===== src/flash_reg_pkg.sv =====
// Constants for the flash controller register bank
// Assumes a byte-addressed register port on the bus clock
// Notes on behaviour
// - Accept 8, 16 and 32 bit accesses
// - Divider reads fully; loaded flag never writable
// - Lock bit set once, blocks divider writes
// - Debug mode writes low seven bits freely
// - Loaded flag rises on first divider write
// - Only reset or a debug-mode divider write clears the lock bit
// - Divider field makes roughly 1 MHz tick
// - Security register read-only, loaded on first clock after reset
// - Key enable only for value 10
// - Security field unsecured only for 10
// - Backdoor unlock forces security field to 10
// - Index selects command object word
// - Reserved index and configuration bits read zero
// - Enable bit gates complete flag onto interrupt
// - Status resets 80h, others 00h
// - Writing 1 to complete flag launches command
// - Access error is write-one-clear, blocks launch
package flash_reg_pkg;
   localparam logic [15:0] ADDR_CLOCK_DIVIDER = 16'h3020;
   localparam logic [15:0] ADDR_SECURITY = 16'h3021;
   localparam logic [15:0] ADDR_COMMAND_INDEX = 16'h3022;
   localparam logic [15:0] ADDR_CONFIGURATION = 16'h3024;
   localparam logic [15:0] ADDR_STATUS = 16'h3026;
   localparam logic [15:0] ADDR_PROTECTION = 16'h3028;
   localparam logic [15:0] ADDR_COMMAND_HIGH = 16'h302A;
   localparam logic [15:0] ADDR_COMMAND_LOW = 16'h302B;
   localparam logic [15:0] ADDR_OPTION = 16'h302C;
   localparam logic [1:0] SIZE_BYTE = 2'h0;
   localparam logic [1:0] SIZE_HALF = 2'h1;
   localparam logic [1:0] SIZE_WORD = 2'h2;
   localparam int DIVIDER_LOADED_BIT = 7;
   localparam int DIVIDER_LOCK_BIT = 6;
   localparam int IRQ_ENABLE_BIT = 7;
   localparam int COMPLETE_BIT = 7;
   localparam int ACCESS_ERROR_BIT = 5;
   localparam int PROTECTION_ERROR_BIT = 4;
   localparam logic [1:0] KEY_ENABLED_CODE = 2'h2;
   localparam logic [1:0] UNSECURED_CODE = 2'h2;
   localparam logic [7:0] STATUS_RESET = 8'h80;
   localparam logic [7:0] REGISTER_RESET = 8'h00;
   localparam int TIME_BASE_HZ = 1000000;
endpackage


===== src/flash_reg_bank.sv =====
// Register bank of the flash controller: divider, security, index, config, status
// Assumes the sequencer and debug logic run on the same bus clock
`timescale 1ns/1ps
module flash_reg_bank (
   input wire logic clock,
   input wire logic reset_n,
   input wire logic [15:0] address,
   input wire logic [1:0] access_size,
   input wire logic [31:0] write_data,
   input wire logic write_strobe,
   input wire logic read_strobe,
   output logic [31:0] read_data,
   input wire logic background_debug_mode,
   input wire logic [7:0] security_byte,
   input wire logic backdoor_unsecure,
   input wire logic command_done,
   input wire logic set_access_error,
   input wire logic set_protection_violation,
   input wire logic [1:0] memory_status,
   input wire logic [2:0] sequencer_index,
   output logic [15:0] sequencer_word,
   output logic command_launch,
   output logic command_complete_irq,
   output logic time_base_tick,
   output logic [5:0] divider_value_field,
   output logic backdoor_key_enabled,
   output logic part_secured
);
   import flash_reg_pkg::*;

   typedef struct packed {
      logic [5:0] divider;
      logic lock;
      logic loaded;
      logic [5:0] tick_count;
      logic tick;
      logic security_loaded;
      logic [1:0] key_enable;
      logic [1:0] security;
      logic [2:0] index;
      logic irq_enable;
      logic complete;
      logic access_error;
      logic protection_error;
      logic [7:0] protection;
      logic [7:0] option;
      logic [7:0][15:0] command_object;
      logic [15:0] sequencer_word;
      logic [31:0] read_data;
      logic launch;
      logic irq;
      logic key_ok;
      logic secured;
   } state_type;

   state_type state;
   state_type next_state;

   // Lane mask for a word-relative access
   function automatic logic [3:0] lane_mask(input logic [1:0] low, input logic [1:0] size);
      logic [3:0] mask;
      mask = 4'h0;
      case (size)
         SIZE_BYTE: mask = 4'h1 << low;
         SIZE_HALF: mask = low[1] ? 4'hC : 4'h3;
         SIZE_WORD: mask = 4'hF;
         default: mask = 4'h0;
      endcase
      return mask;
   endfunction

   // Address hit for one byte register
   function automatic logic byte_hit(input logic [15:0] addr, input logic [3:0] lanes,
                                      input logic [15:0] target);
      return (addr[15:2] == target[15:2]) && lanes[target[1:0]];
   endfunction

   function automatic logic [7:0] lane_byte(input logic [31:0] data, input logic [1:0] lane);
      return data[8 * lane +: 8];
   endfunction

   logic [3:0] lanes;
   logic writable;
   logic [7:0] divider_data;
   logic [7:0] status_data;
   logic [7:0] status_read;
   logic [31:0] word_read;
   logic divider_hit;
   logic index_hit;
   logic config_hit;
   logic status_hit;
   logic protection_hit;
   logic option_hit;
   logic high_hit;
   logic low_hit;
   logic [7:0] index_data;
   logic [7:0] config_data;
   logic [7:0] protection_data;
   logic [7:0] option_data;
   logic [7:0] high_data;
   logic [7:0] low_data;

   always_comb begin
      lanes = lane_mask(address[1:0], access_size);
      // Per-register address decode
      divider_hit = byte_hit(address, lanes, ADDR_CLOCK_DIVIDER);
      index_hit = byte_hit(address, lanes, ADDR_COMMAND_INDEX);
      config_hit = byte_hit(address, lanes, ADDR_CONFIGURATION);
      status_hit = byte_hit(address, lanes, ADDR_STATUS);
      protection_hit = byte_hit(address, lanes, ADDR_PROTECTION);
      option_hit = byte_hit(address, lanes, ADDR_OPTION);
      high_hit = byte_hit(address, lanes, ADDR_COMMAND_HIGH);
      low_hit = byte_hit(address, lanes, ADDR_COMMAND_LOW);
      index_data = lane_byte(write_data, ADDR_COMMAND_INDEX[1:0]);
      config_data = lane_byte(write_data, ADDR_CONFIGURATION[1:0]);
      protection_data = lane_byte(write_data, ADDR_PROTECTION[1:0]);
      option_data = lane_byte(write_data, ADDR_OPTION[1:0]);
      high_data = lane_byte(write_data, ADDR_COMMAND_HIGH[1:0]);
      low_data = lane_byte(write_data, ADDR_COMMAND_LOW[1:0]);
      // Writes only while no command runs
      // busy write gate
      writable = write_strobe && state.complete;
      divider_data = lane_byte(write_data, ADDR_CLOCK_DIVIDER[1:0]);
      status_data = lane_byte(write_data, ADDR_STATUS[1:0]);
      status_read = {state.complete, 1'b0, state.access_error, state.protection_error,
                     ~state.complete, 1'b0, memory_status};
      word_read = 32'h0000_0000;
      case (address[15:2])
         ADDR_CLOCK_DIVIDER[15:2]: begin
            word_read = {8'h00, 5'h00, state.index,
                         state.key_enable, 4'h0, state.security,
                         state.loaded, state.lock, state.divider};
         end
         ADDR_CONFIGURATION[15:2]: begin
            word_read = {8'h00, status_read, 8'h00, state.irq_enable, 7'h00};
         end
         ADDR_PROTECTION[15:2]: begin
            word_read = {state.command_object[state.index][7:0],
                         state.command_object[state.index][15:8], 8'h00, state.protection};
         end
         ADDR_OPTION[15:2]: begin
            word_read = {24'h00_0000, state.option};
         end
         default: word_read = 32'h0000_0000;
      endcase
   end

   always_comb begin
      next_state = state;
      next_state.launch = 1'b0;
      next_state.read_data = 32'h0000_0000;
      if (read_strobe) begin
         for (int i = 0; i < 4; i++) begin
            if (lanes[i]) begin
               next_state.read_data[8 * i +: 8] = word_read[8 * i +: 8];
            end
         end
      end
      if (!state.security_loaded) begin
         next_state.security_loaded = 1'b1;
         next_state.key_enable = security_byte[7:6];
         next_state.security = security_byte[1:0];
      end
      if (backdoor_unsecure) begin
         next_state.security = UNSECURED_CODE;
      end
      if (writable && divider_hit) begin
         next_state.loaded = 1'b1;
         if (background_debug_mode) begin
            next_state.divider = divider_data[5:0];
            next_state.lock = divider_data[DIVIDER_LOCK_BIT];
         end else if (!state.lock) begin
            next_state.divider = divider_data[5:0];
            next_state.lock = divider_data[DIVIDER_LOCK_BIT];
         end
      end
      if (writable && index_hit) begin
         next_state.index = index_data[2:0];
      end
      if (writable && config_hit) begin
         next_state.irq_enable = config_data[IRQ_ENABLE_BIT];
      end
      if (writable && protection_hit) begin
         next_state.protection = protection_data;
      end
      if (writable && option_hit) begin
         next_state.option = option_data;
      end
      if (writable && high_hit) begin
         next_state.command_object[state.index][15:8] = high_data;
      end
      if (writable && low_hit) begin
         next_state.command_object[state.index][7:0] = low_data;
      end
      if (writable && status_hit) begin
         if (status_data[ACCESS_ERROR_BIT]) begin
            next_state.access_error = 1'b0;
         end
         if (status_data[PROTECTION_ERROR_BIT]) begin
            next_state.protection_error = 1'b0;
         end
         if (status_data[COMPLETE_BIT] && !state.access_error && !state.protection_error) begin
            next_state.complete = 1'b0;
            next_state.launch = 1'b1;
         end
      end
      // Hardware set wins over clear
      if (set_access_error) begin
         next_state.access_error = 1'b1;
      end
      if (set_protection_violation) begin
         next_state.protection_error = 1'b1;
      end
      if (command_done) begin
         next_state.complete = 1'b1;
      end
      next_state.tick = 1'b0;
      if (state.loaded) begin
         if (state.tick_count >= state.divider) begin
            next_state.tick_count = 6'h00;
            next_state.tick = 1'b1;
         end else begin
            next_state.tick_count = state.tick_count + 6'h01;
         end
      end
      next_state.sequencer_word = state.command_object[sequencer_index];
      next_state.irq = state.irq_enable && state.complete;
      next_state.key_ok = state.key_enable == KEY_ENABLED_CODE;
      next_state.secured = state.security != UNSECURED_CODE;
   end

   always_ff @(posedge clock or negedge reset_n) begin
      if (!reset_n) begin
         state <= '0;
         state.complete <= STATUS_RESET[COMPLETE_BIT];
         state.secured <= 1'b1;
      end else begin
         state <= next_state;
      end
   end

   assign read_data = state.read_data;
   assign sequencer_word = state.sequencer_word;
   assign command_launch = state.launch;
   assign command_complete_irq = state.irq;
   assign time_base_tick = state.tick;
   assign divider_value_field = state.divider;
   assign backdoor_key_enabled = state.key_ok;
   assign part_secured = state.secured;
endmodule


===== config.mk =====
export PLATFORM = sky130hd
export DESIGN_NAME = flash_reg_bank
export DESIGN_NICKNAME = d
export VERILOG_FILES = /design/src/flash_reg_pkg.sv /design/src/flash_reg_bank.sv
export SDC_FILE = /design/constraint.sdc
export NUM_CORES = 1
export LEC_CHECK = 0
export BUFFER_PORTS_ARGS = -buffer_cell sky130_fd_sc_hd__buf_2
export CORE_MARGIN = 2
export CORE_UTILIZATION = 59
export DETAILED_ROUTE_END_ITERATION = 12
export PLACE_DENSITY = 0.81
export SLEW_MARGIN = 20
export SYNTH_ARGS = -nofsm -noshare
export SYNTH_HDL_FRONTEND = slang
export SYNTH_SLANG_ARGS = --single-unit

===== constraint.sdc =====
create_clock -name clock -period 2.54 [get_ports clock]
set_input_delay 0.381 -clock clock [delete_from_list [all_inputs] [get_ports clock]]
set_output_delay 0.381 -clock clock [all_outputs]
set_load 0.02 [all_outputs]

==> results of run 1 <==
layout by cell type, fill, tap and decap left out, types with 15 or more instances in the layout:
cell type,netlist,routed
sky130_fd_sc_hd__a21oi_1,15,15
sky130_fd_sc_hd__buf_2,0,113
sky130_fd_sc_hd__nand2_1,24,24
sky130_fd_sc_hd__dfrtp_1,217,215
sky130_fd_sc_hd__nor2_1,39,39
sky130_fd_sc_hd__o22ai_1,25,25
sky130_fd_sc_hd__buf_4,55,48
sky130_fd_sc_hd__mux4_2,36,36
sky130_fd_sc_hd__mux2_2,192,192
sky130_fd_sc_hd__clkbuf_16,0,25
worst max path at each step:
stage	start	endpoint	cells past startpoint
final	state[198]	state[55]	6
after global routing	state[201]	read_data[20]	6
after CTS	state[201]	state[89]	4
after detailed placement	address[7]	state[55]	8
after global placement	address[7]	state[53]	8
after floorplan	address[14]	state[52]	7
metal layers:
layer,GRT usage [%],vias up,share of wire [%]
li1,-,3227,-
met1,35.75,3690,41
met5,0,-,0
met2,43.59,268,50
met3,4.439,65,5.8
met4,8.947,0,3.1
per-stage QoR:
stage                     hold slack (ns)  area (um2)
after floorplan                   0.08541       10900
after global placement             0.3631       11700
after detailed placement           0.3665       11700
after CTS                         0.02940       12470
after global routing              0.03423       12470
final                             0.04160       12470
what timing repair did:
| item | in CTS | in global routing |
|---|---|---|
| hold buffers | 1 | 0 |
| setup buffers | 0 | 0 |
| hold endpoints to repair | 60 | 0 |
flip-flops by register name, summed over array words and instances (netlist names):
| name | count |
|---|---|
| part_secured | 1 |
| divider_value_field | 6 |
| read_data | 28 |
| time_base_tick | 1 |
| command_complete_irq | 1 |
| sequencer_word | 16 |
| backdoor_key_enabled | 1 |
| state | 164 |
| command_launch | 1 |
worst max-delay path: cells and delay by family (launching register included):
kind / cells / cell delay [ns]
mux: 1 / 0.33
buf+inv: 2 / 0.42
simple gates: 3 / 0.65
flops: 1 / 0.56
cells by family after synthesis:
family,after synthesis,synth area share [%]
muxes,241,28.50
DFF,219,50.35
and+or+nand+nor,142,7.733
AOI/OAI and AO/OA,106,6.791
buffers and inverters,103,5.596
adders and majority gates,7,0.8043
other,2,0.06897
xor gates and xnor gates,2,0.1609
power by group:
group / switching (uW) / internal [uW] / total [uW] / leakage (uW)
sequential: 6.91 / 3500 / 3510 / 0.00303
combinational: 197 / 105 / 302 / 0.00270
clock: 1340 / 1950 / 3290 / 0.000374
total: 1550 / 5560 / 7100 / 0.00610
final cells by class:
cell class	instances	area [um2]
Fill cell	1255	5557
Sequential cell	219	5485
Multi-Input combinational cell	503	4808
Timing Repair Buffer	170	1091
Clock buffer	39	728.2
Tap cell	229	286.5
Inverter	11	41.29
Clock inverter	5	25.02
Antenna cell	1	2.502
==> results.txt, run 1 <==
----------------------------------------------------
[Status]
  Run status ... completed

[Pwr]
  Leakage dissipation ... 0.006099 uW
  Worst IR drop on VDD ... 0.6047 mV
  Overall power of the completed layout ... 7101 uW
  Cell Pwr Density ... 569.6 nW/um2

[Die]
  Num ports ... 131
  Num rows ... 49
  Initial standard-cell utilization of the core ... 60.41%
  Area of the die ... 19560 um2
  DIE HEIGHT ... 139.9 um
  Area of the placeable core ... 18020 um2
  Chip Width ... 139.9 um

[Global route]
  Initial antenna violation count ... 1
  Wire length of the first global-routing pass ... 40960 um
  Global route overflow ... 0
  Global-route usage over all layers ... 26.35%
  Maximum number of pins on one net before global-route repair ... 66
  Number of global-route vias before repair ... 7703

[Critical path]
  Worst-path maximum fanout ... 8
  Endpoint type of the worst setup path ... flop
  Register-to-Register Setup Slack ... 0.46 ns
  CP max-delay cell ... sky130_fd_sc_hd__dfstp_2
  Worst path most repeated cell ... sky130_fd_sc_hd__buf_4
  Worst flop-to-flop path startpoint ... state[198]
  Critical Path, Cell by Cell ... nand2_1, or4_1, buf_4, nor4_4, buf_4, mux2_2
  Data arrival, critical path ... 2.47 ns
  FF-to-FF End ... state[55]
  CP max stage delay ... 0.56 ns
  Launching element type of the critical path ... flop
  Required time of the critical path ... 2.93 ns
  Critical Setup Path Class ... flop to flop
  Worst Reg2Reg Path Length in Cells ... 6

[Drt]
  Post-Route WL ... 25400 um
  Post-route DRC violation count ... 0
  Pre-Repair DR Iteration Count ... 5
  Number of antenna-violating nets in the routed design ... 0
  Vias after detailed routing ... 7250
  Starting DRC count in detailed routing ... 464
  Wire length per cell after detailed routing ... 21.58 um
  Number of vias per cell ... 6.160

[Timing]
  Final worst path period share ... 81.91%
  Hold Fails Final Rpt ... 0
  Worst-case headroom to the max-slew limit ... 56.17%
  Summed negative setup slack over all endpoints ... 0 ns
  Slew at the pin closest to its max-slew limit ... 0.6506 ns
  Post-route minimum period ... 2.081 ns
  Maximum achievable frequency ... 0.4806 GHz
  Worst-case setup margin in the final layout ... 0.4594 ns
  Final number of max-transition violations ... 0
  Setup repair after global routing missed its margin ... no
  Final Setup Violations ... 0
  Clock skew after layout ... 0.01006 ns

[Hold path]
  Type of the most critical hold path ... input pin to flop
  Hold depth ... 2
  Endpoint of the worst hold-timing path ... state[203]
  Worst Min Path Start ... backdoor_unsecure

[Cells and area]
  Final Core Density ... 69.17%
  Area grow syn2layout ... 14.50%
  Fin cells ... 1177
  Total Nets Final ... 1008
  Layout cell share with drive strength beyond 1 ... 48.89%

[Clock network]
  Sinks on Clock Net ... 219
  Clock tree from TritonCTS ... yes
  Total CTS buffers ... 24
  Clock Latency Late Sink ... 0.52 ns
  Max Root-Sink Buffers ... 3
  Clock transition at the registers of the reported paths ... 0.06 ns
  Htree depth ... 1
  Clock tree root buffer cell ... sky130_fd_sc_hd__clkbuf_16
  Gates resized, CTS repair ... 0

[Yosys]
  Cells taking the most area after synthesis ... sky130_fd_sc_hd__dfrtp_1 50%, sky130_fd_sc_hd__mux2_2 20%, sky130_fd_sc_hd__mux4_2 7.4%
  Fraction of registers with async set/reset ... 100.0%
  Most frequent cells after synthesis ... 217 x sky130_fd_sc_hd__dfrtp_1, 192 x sky130_fd_sc_hd__mux2_2, 55 x sky130_fd_sc_hd__buf_4
  Post-synth top area share ... 49.87%
  Dominant cell by count in the synthesized netlist ... sky130_fd_sc_hd__dfrtp_1
  Average cell area after synthesis ... 13.25 um2
  Sequential-to-total area share from yosys stat ... 50.35%
  Flip-flop and latch count after synthesis ... 219
  Prevailing post-synth register cell ... sky130_fd_sc_hd__dfrtp_1
  Synth Cell Area ... 10890 um2
  Yosys warning count ... 0
  Unique cell type count in the Yosys netlist ... 63
  Post-synth top area cell ... sky130_fd_sc_hd__dfrtp_1
  Number of flops mapped to enable cells by yosys ... 0
  Post-Synthesis Cells ... 822

[Placement]
  Post-Place Setup Slack ... 0.07817 ns
  Final Wtd Congestion ... 0.8475
  Placed wire-length estimate after detailed placement ... 17470 um
  Number of cells after detailed placement ... 1131
  # port buffers ... 114

[Job]
  Maximum capacitance violations ... 0

----------------------------------------------------
No activity file was read; power rests on OpenSTA's default activity.
==> inputs of run 2 (changes only) <==
==> constraint.sdc (replaced) <==
create_clock -name clock -period 2 [get_ports clock]
set_input_delay 0.3 -clock clock [delete_from_list [all_inputs] [get_ports clock]]
set_output_delay 0.3 -clock clock [all_outputs]
set_load 0.02 [all_outputs]
==> run 2 against run 1 <==
Compared with the run above:
- the flow now finishes with violations (setup timing)
- routed wire length grew 7.5%
- non-clock buffer count increased by 38
- setup slack got worse by 0.47 ns
- highest routed layer unchanged
- maximum frequency is 3.6% higher
- cell area increased by 4.6%
- combinational power grew 38%
- global-route usage increased by 1.1 points
- clock-buffer cell count is the same
- cell count rose by 3.1%
- total power up 26%
- largest cell class unchanged
- clock skew is 0.0079 ns higher
- first-iteration DRC count up 51%
==> results.txt, run 2 (synthesis results as in run 1) <==
----------------------------------------------------
[Status]
  Run status ... finished, violations left
  Violations in the final reports ... setup timing

[Timing]
  Clock skew after layout ... 0.01799 ns (+0.007926 ns)
  Final number of max-transition violations ... 0 (unchanged)
  Setup repair after global routing missed its margin ... yes
  Final Setup Violations ... 5 (+5)
  Post-route minimum period ... 2.008 ns (-0.07303 ns)
  Worst-case setup margin in the final layout ... -0.007534 ns (-0.4670 ns)
  Slew at the pin closest to its max-slew limit ... 0.5310 ns (-0.1196 ns)
  Hold Fails Final Rpt ... 0 (unchanged)
  Summed negative setup slack over all endpoints ... -0.02289 ns (-0.02289 ns)
  Worst hold slack after final layout ... 0.02451 ns (-0.01709 ns)
  Maximum achievable frequency ... 0.4981 GHz (+3.6%)
  Worst-case headroom to the max-slew limit ... 64.60% (+8.4 points)
  Final worst path period share ... 100.4% (+18 points)

[Die]
  Num rows ... 49 (unchanged)
  Num ports ... 131 (unchanged)
  Area of the die ... 19560 um2 (unchanged)
  DIE HEIGHT ... 139.9 um (unchanged)
  Chip Width ... 139.9 um (unchanged)
  Initial standard-cell utilization of the core ... 60.41% (unchanged)
  Area of the placeable core ... 18020 um2 (unchanged)

[Hold path]
  Type of the most critical hold path ... input pin to flop

[Critical path]
  Worst flop-to-flop path startpoint ... state[198]
  Cell family with the largest share of critical-path delay ... simple AND/OR/NAND/NOR gates
  Worst Reg2Reg Path Length in Cells ... 6 (unchanged)
  Critical Path, Cell by Cell ... nand2_2, or4_4, buf_12, nor3_4, buf_6, mux2_4
  Worst Setup EP ... state[103]
  Endpoint type of the worst setup path ... flop
  Critical Setup Path Class ... flop to flop
  CP max stage delay ... 0.54 ns (-0.02 ns)
  Worst-path maximum fanout ... 8 (unchanged)
  FF-to-FF End ... state[103]
  CP max-delay cell ... sky130_fd_sc_hd__dfstp_2
  Launching element type of the critical path ... flop
  Data arrival, critical path ... 2.40 ns (-0.07 ns)
  WP depth ... 6 (unchanged)
  Critical path startpoint ... state[198]
  Required time of the critical path ... 2.39 ns (-0.54 ns)
  Count of buffer and inverter cells on the critical path ... 2 (unchanged)
  Register-to-Register Setup Slack ... -0.008 ns (-0.47 ns)

[Cells and area]
  Design Area, Final ... 13050 um2 (+4.6%)
  Area grow syn2layout ... 19.82%
  Register with the most flip-flops ... state
  Total Nets Final ... 1046 (+3.8%)
  Top library cells by usage in the layout, fill and taps aside ... 215 x sky130_fd_sc_hd__dfrtp_1, 160 x sky130_fd_sc_hd__mux2_2, 113 x sky130_fd_sc_hd__buf_2
  Filler Cells Inserted ... 1120 (-11%)
  Seq. cell area ... 5485 um2 (unchanged)
  Number of flip-flops under the largest register name ... 164 (unchanged)
  Layout cell share with drive strength beyond 1 ... 50.46% (+1.6 points)
  Area used by multi-input combinational logic ... 4972 um2 (+3.4%)
  Most common cell after layout, fill and taps aside ... sky130_fd_sc_hd__dfrtp_1

[Clock network]
  Clock Latency Late Sink ... 0.52 ns (about the same)
  Sinks on Clock Net ... 219 (unchanged)
  Clock transition at the registers of the reported paths ... 0.06 ns (about the same)
  Total CTS buffers ... 24 (unchanged)
  Clock tree root buffer cell ... sky130_fd_sc_hd__clkbuf_16
  Clock tree from TritonCTS ... yes
  Max Root-Sink Buffers ... 3 (unchanged)
  Htree depth ... 1 (unchanged)

[Global route]
  Global route overflow ... 0 (unchanged)
  Global-route usage over all layers ... 27.49% (+1.1 points)
  Maximum number of pins on one net before global-route repair ... 59 (-11%)
  Number of global-route vias before repair ... 7760 (+0.74%)
  Wire length of the first global-routing pass ... 42840 um (+4.6%)
  Initial antenna violation count ... 1 (unchanged)

[Pwr]
  Leakage dissipation ... 0.006338 uW (+3.9%)
  Worst IR drop on VDD ... 0.7424 mV (+23%)
  Power spent charging and discharging nets ... 1987 uW (+29%)
  Int Power ... 6937 uW (+25%)
  Part of the total power dissipated in the clock network ... 45.4% (-1.0 points)
  Reg power frac ... 49.9% (+0.5 points)
  Switch share ... 22.27% (+0.49 points)
  Combinational share of power ... 4.7% (+0.5 points)
  Overall power of the completed layout ... 8924 uW (+26%)
  Cell Pwr Density ... 684.0 nW/um2 (+20%)

[Drt]
  Number of antenna-violating nets in the routed design ... 0 (unchanged)
  Pre-Repair DR Iteration Count ... 5 (unchanged)
  Starting DRC count in detailed routing ... 702 (+51%)
  Post-Route WL ... 27290 um (+7.5%)
  Number of vias per cell ... 6.199 (+0.63%)
  Post-route DRC violation count ... 0 (unchanged)
  Wire length per cell after detailed routing ... 22.50 um (+4.3%)
  Vias after detailed routing ... 7519 (+3.7%)

[Placement]
  # port buffers ... 114 (unchanged)
  Final Wtd Congestion ... 0.8872 (+4.7%)
  Placed wire-length estimate after detailed placement ... 18170 um (+4.0%)
  Post-DP Area ... 12150 um2 (+3.8%)

[Job]
  Maximum capacitance violations ... 0 (unchanged)

----------------------------------------------------
## run 2: worst min-delay path by stage
| stage | from | end | slack (ns) | cells past startpoint |
|---|---|---|---|---|
| 3_3_place_gp | reset_n | sequencer_word[0] | 0.27 | 1 |
| 6_report | security_byte[6] | state[205] | 0.02 | 2 |
| 5_1_grt | security_byte[6] | state[205] | 0.01 | 2 |
| 2_1_floorplan | reset_n | backdoor_key_enabled | 0.004 | 0 |
| 3_5_place_dp | reset_n | sequencer_word[0] | 0.27 | 1 |
| 4_1_cts | security_byte[6] | state[205] | 0.006 | 2 |
## run 2: cell type report
| cell class | count | area share [%] |
|---|---|---|
| Antenna cell | 1 | 0.01918 |
| Clock buffer | 39 | 5.265 |
| Clock inverter | 3 | 0.2014 |
| Inverter | 11 | 0.3165 |
| Multi-Input combinational cell | 503 | 38.11 |
| Sequential cell | 219 | 42.04 |
| Tap cell | 229 | 2.196 |
| Timing Repair Buffer | 208 | 11.85 |
## run 2: repair_timing
| item | in CTS | in global routing |
|---|---|---|
| hold buffers | 6 | 0 |
| setup endpoints to repair | 19 | 61 |
| buffers inserted | 1 | 0 |
| endpoints found under the hold margin | 60 | 0 |
| resized for setup | 2 | 29 |
## run 2: per-stage QoR
step           utilization [%]  setup slack, ns  cells
4_1_cts                  71.77        -0.006410   1212
3_3_place_gp             67.40          -0.3053   1163
6_report                 72.39        -0.007534   1213
2_1_floorplan                -          -0.3798    825
5_1_grt                  72.39         -0.07639   1213
3_5_place_dp             67.40          -0.3389   1163
## run 2: worst reg2reg max path, stage by stage (launching register included)
cell                      delay [ns]
sky130_fd_sc_hd__dfstp_2        0.54
sky130_fd_sc_hd__nand2_2        0.07
sky130_fd_sc_hd__or4_4          0.43
sky130_fd_sc_hd__buf_12         0.17
sky130_fd_sc_hd__nor3_4         0.21
sky130_fd_sc_hd__buf_6          0.17
sky130_fd_sc_hd__mux2_4         0.30
## run 2: power by group through the flow
stage	combinational [uW]	clock, uW	sequential, uW
after floorplan	135	0	4540
after global placement	401	0	4530
after detailed placement	407	0	4530
after CTS	418	4110	4450
after global routing	457	4310	4450
final	417	4050	4450
## run 2: layer usage
metal | vias to the layer above | GRT usage [%] | part of all wire (%)
li1 | 3296 | - | -
met2 | 317 | 46.26 | 51
met1 | 3849 | 37.51 | 40
met3 | 57 | 4.474 | 6.6
met5 | - | 0 | 0
met4 | 0 | 7.474 | 2.3
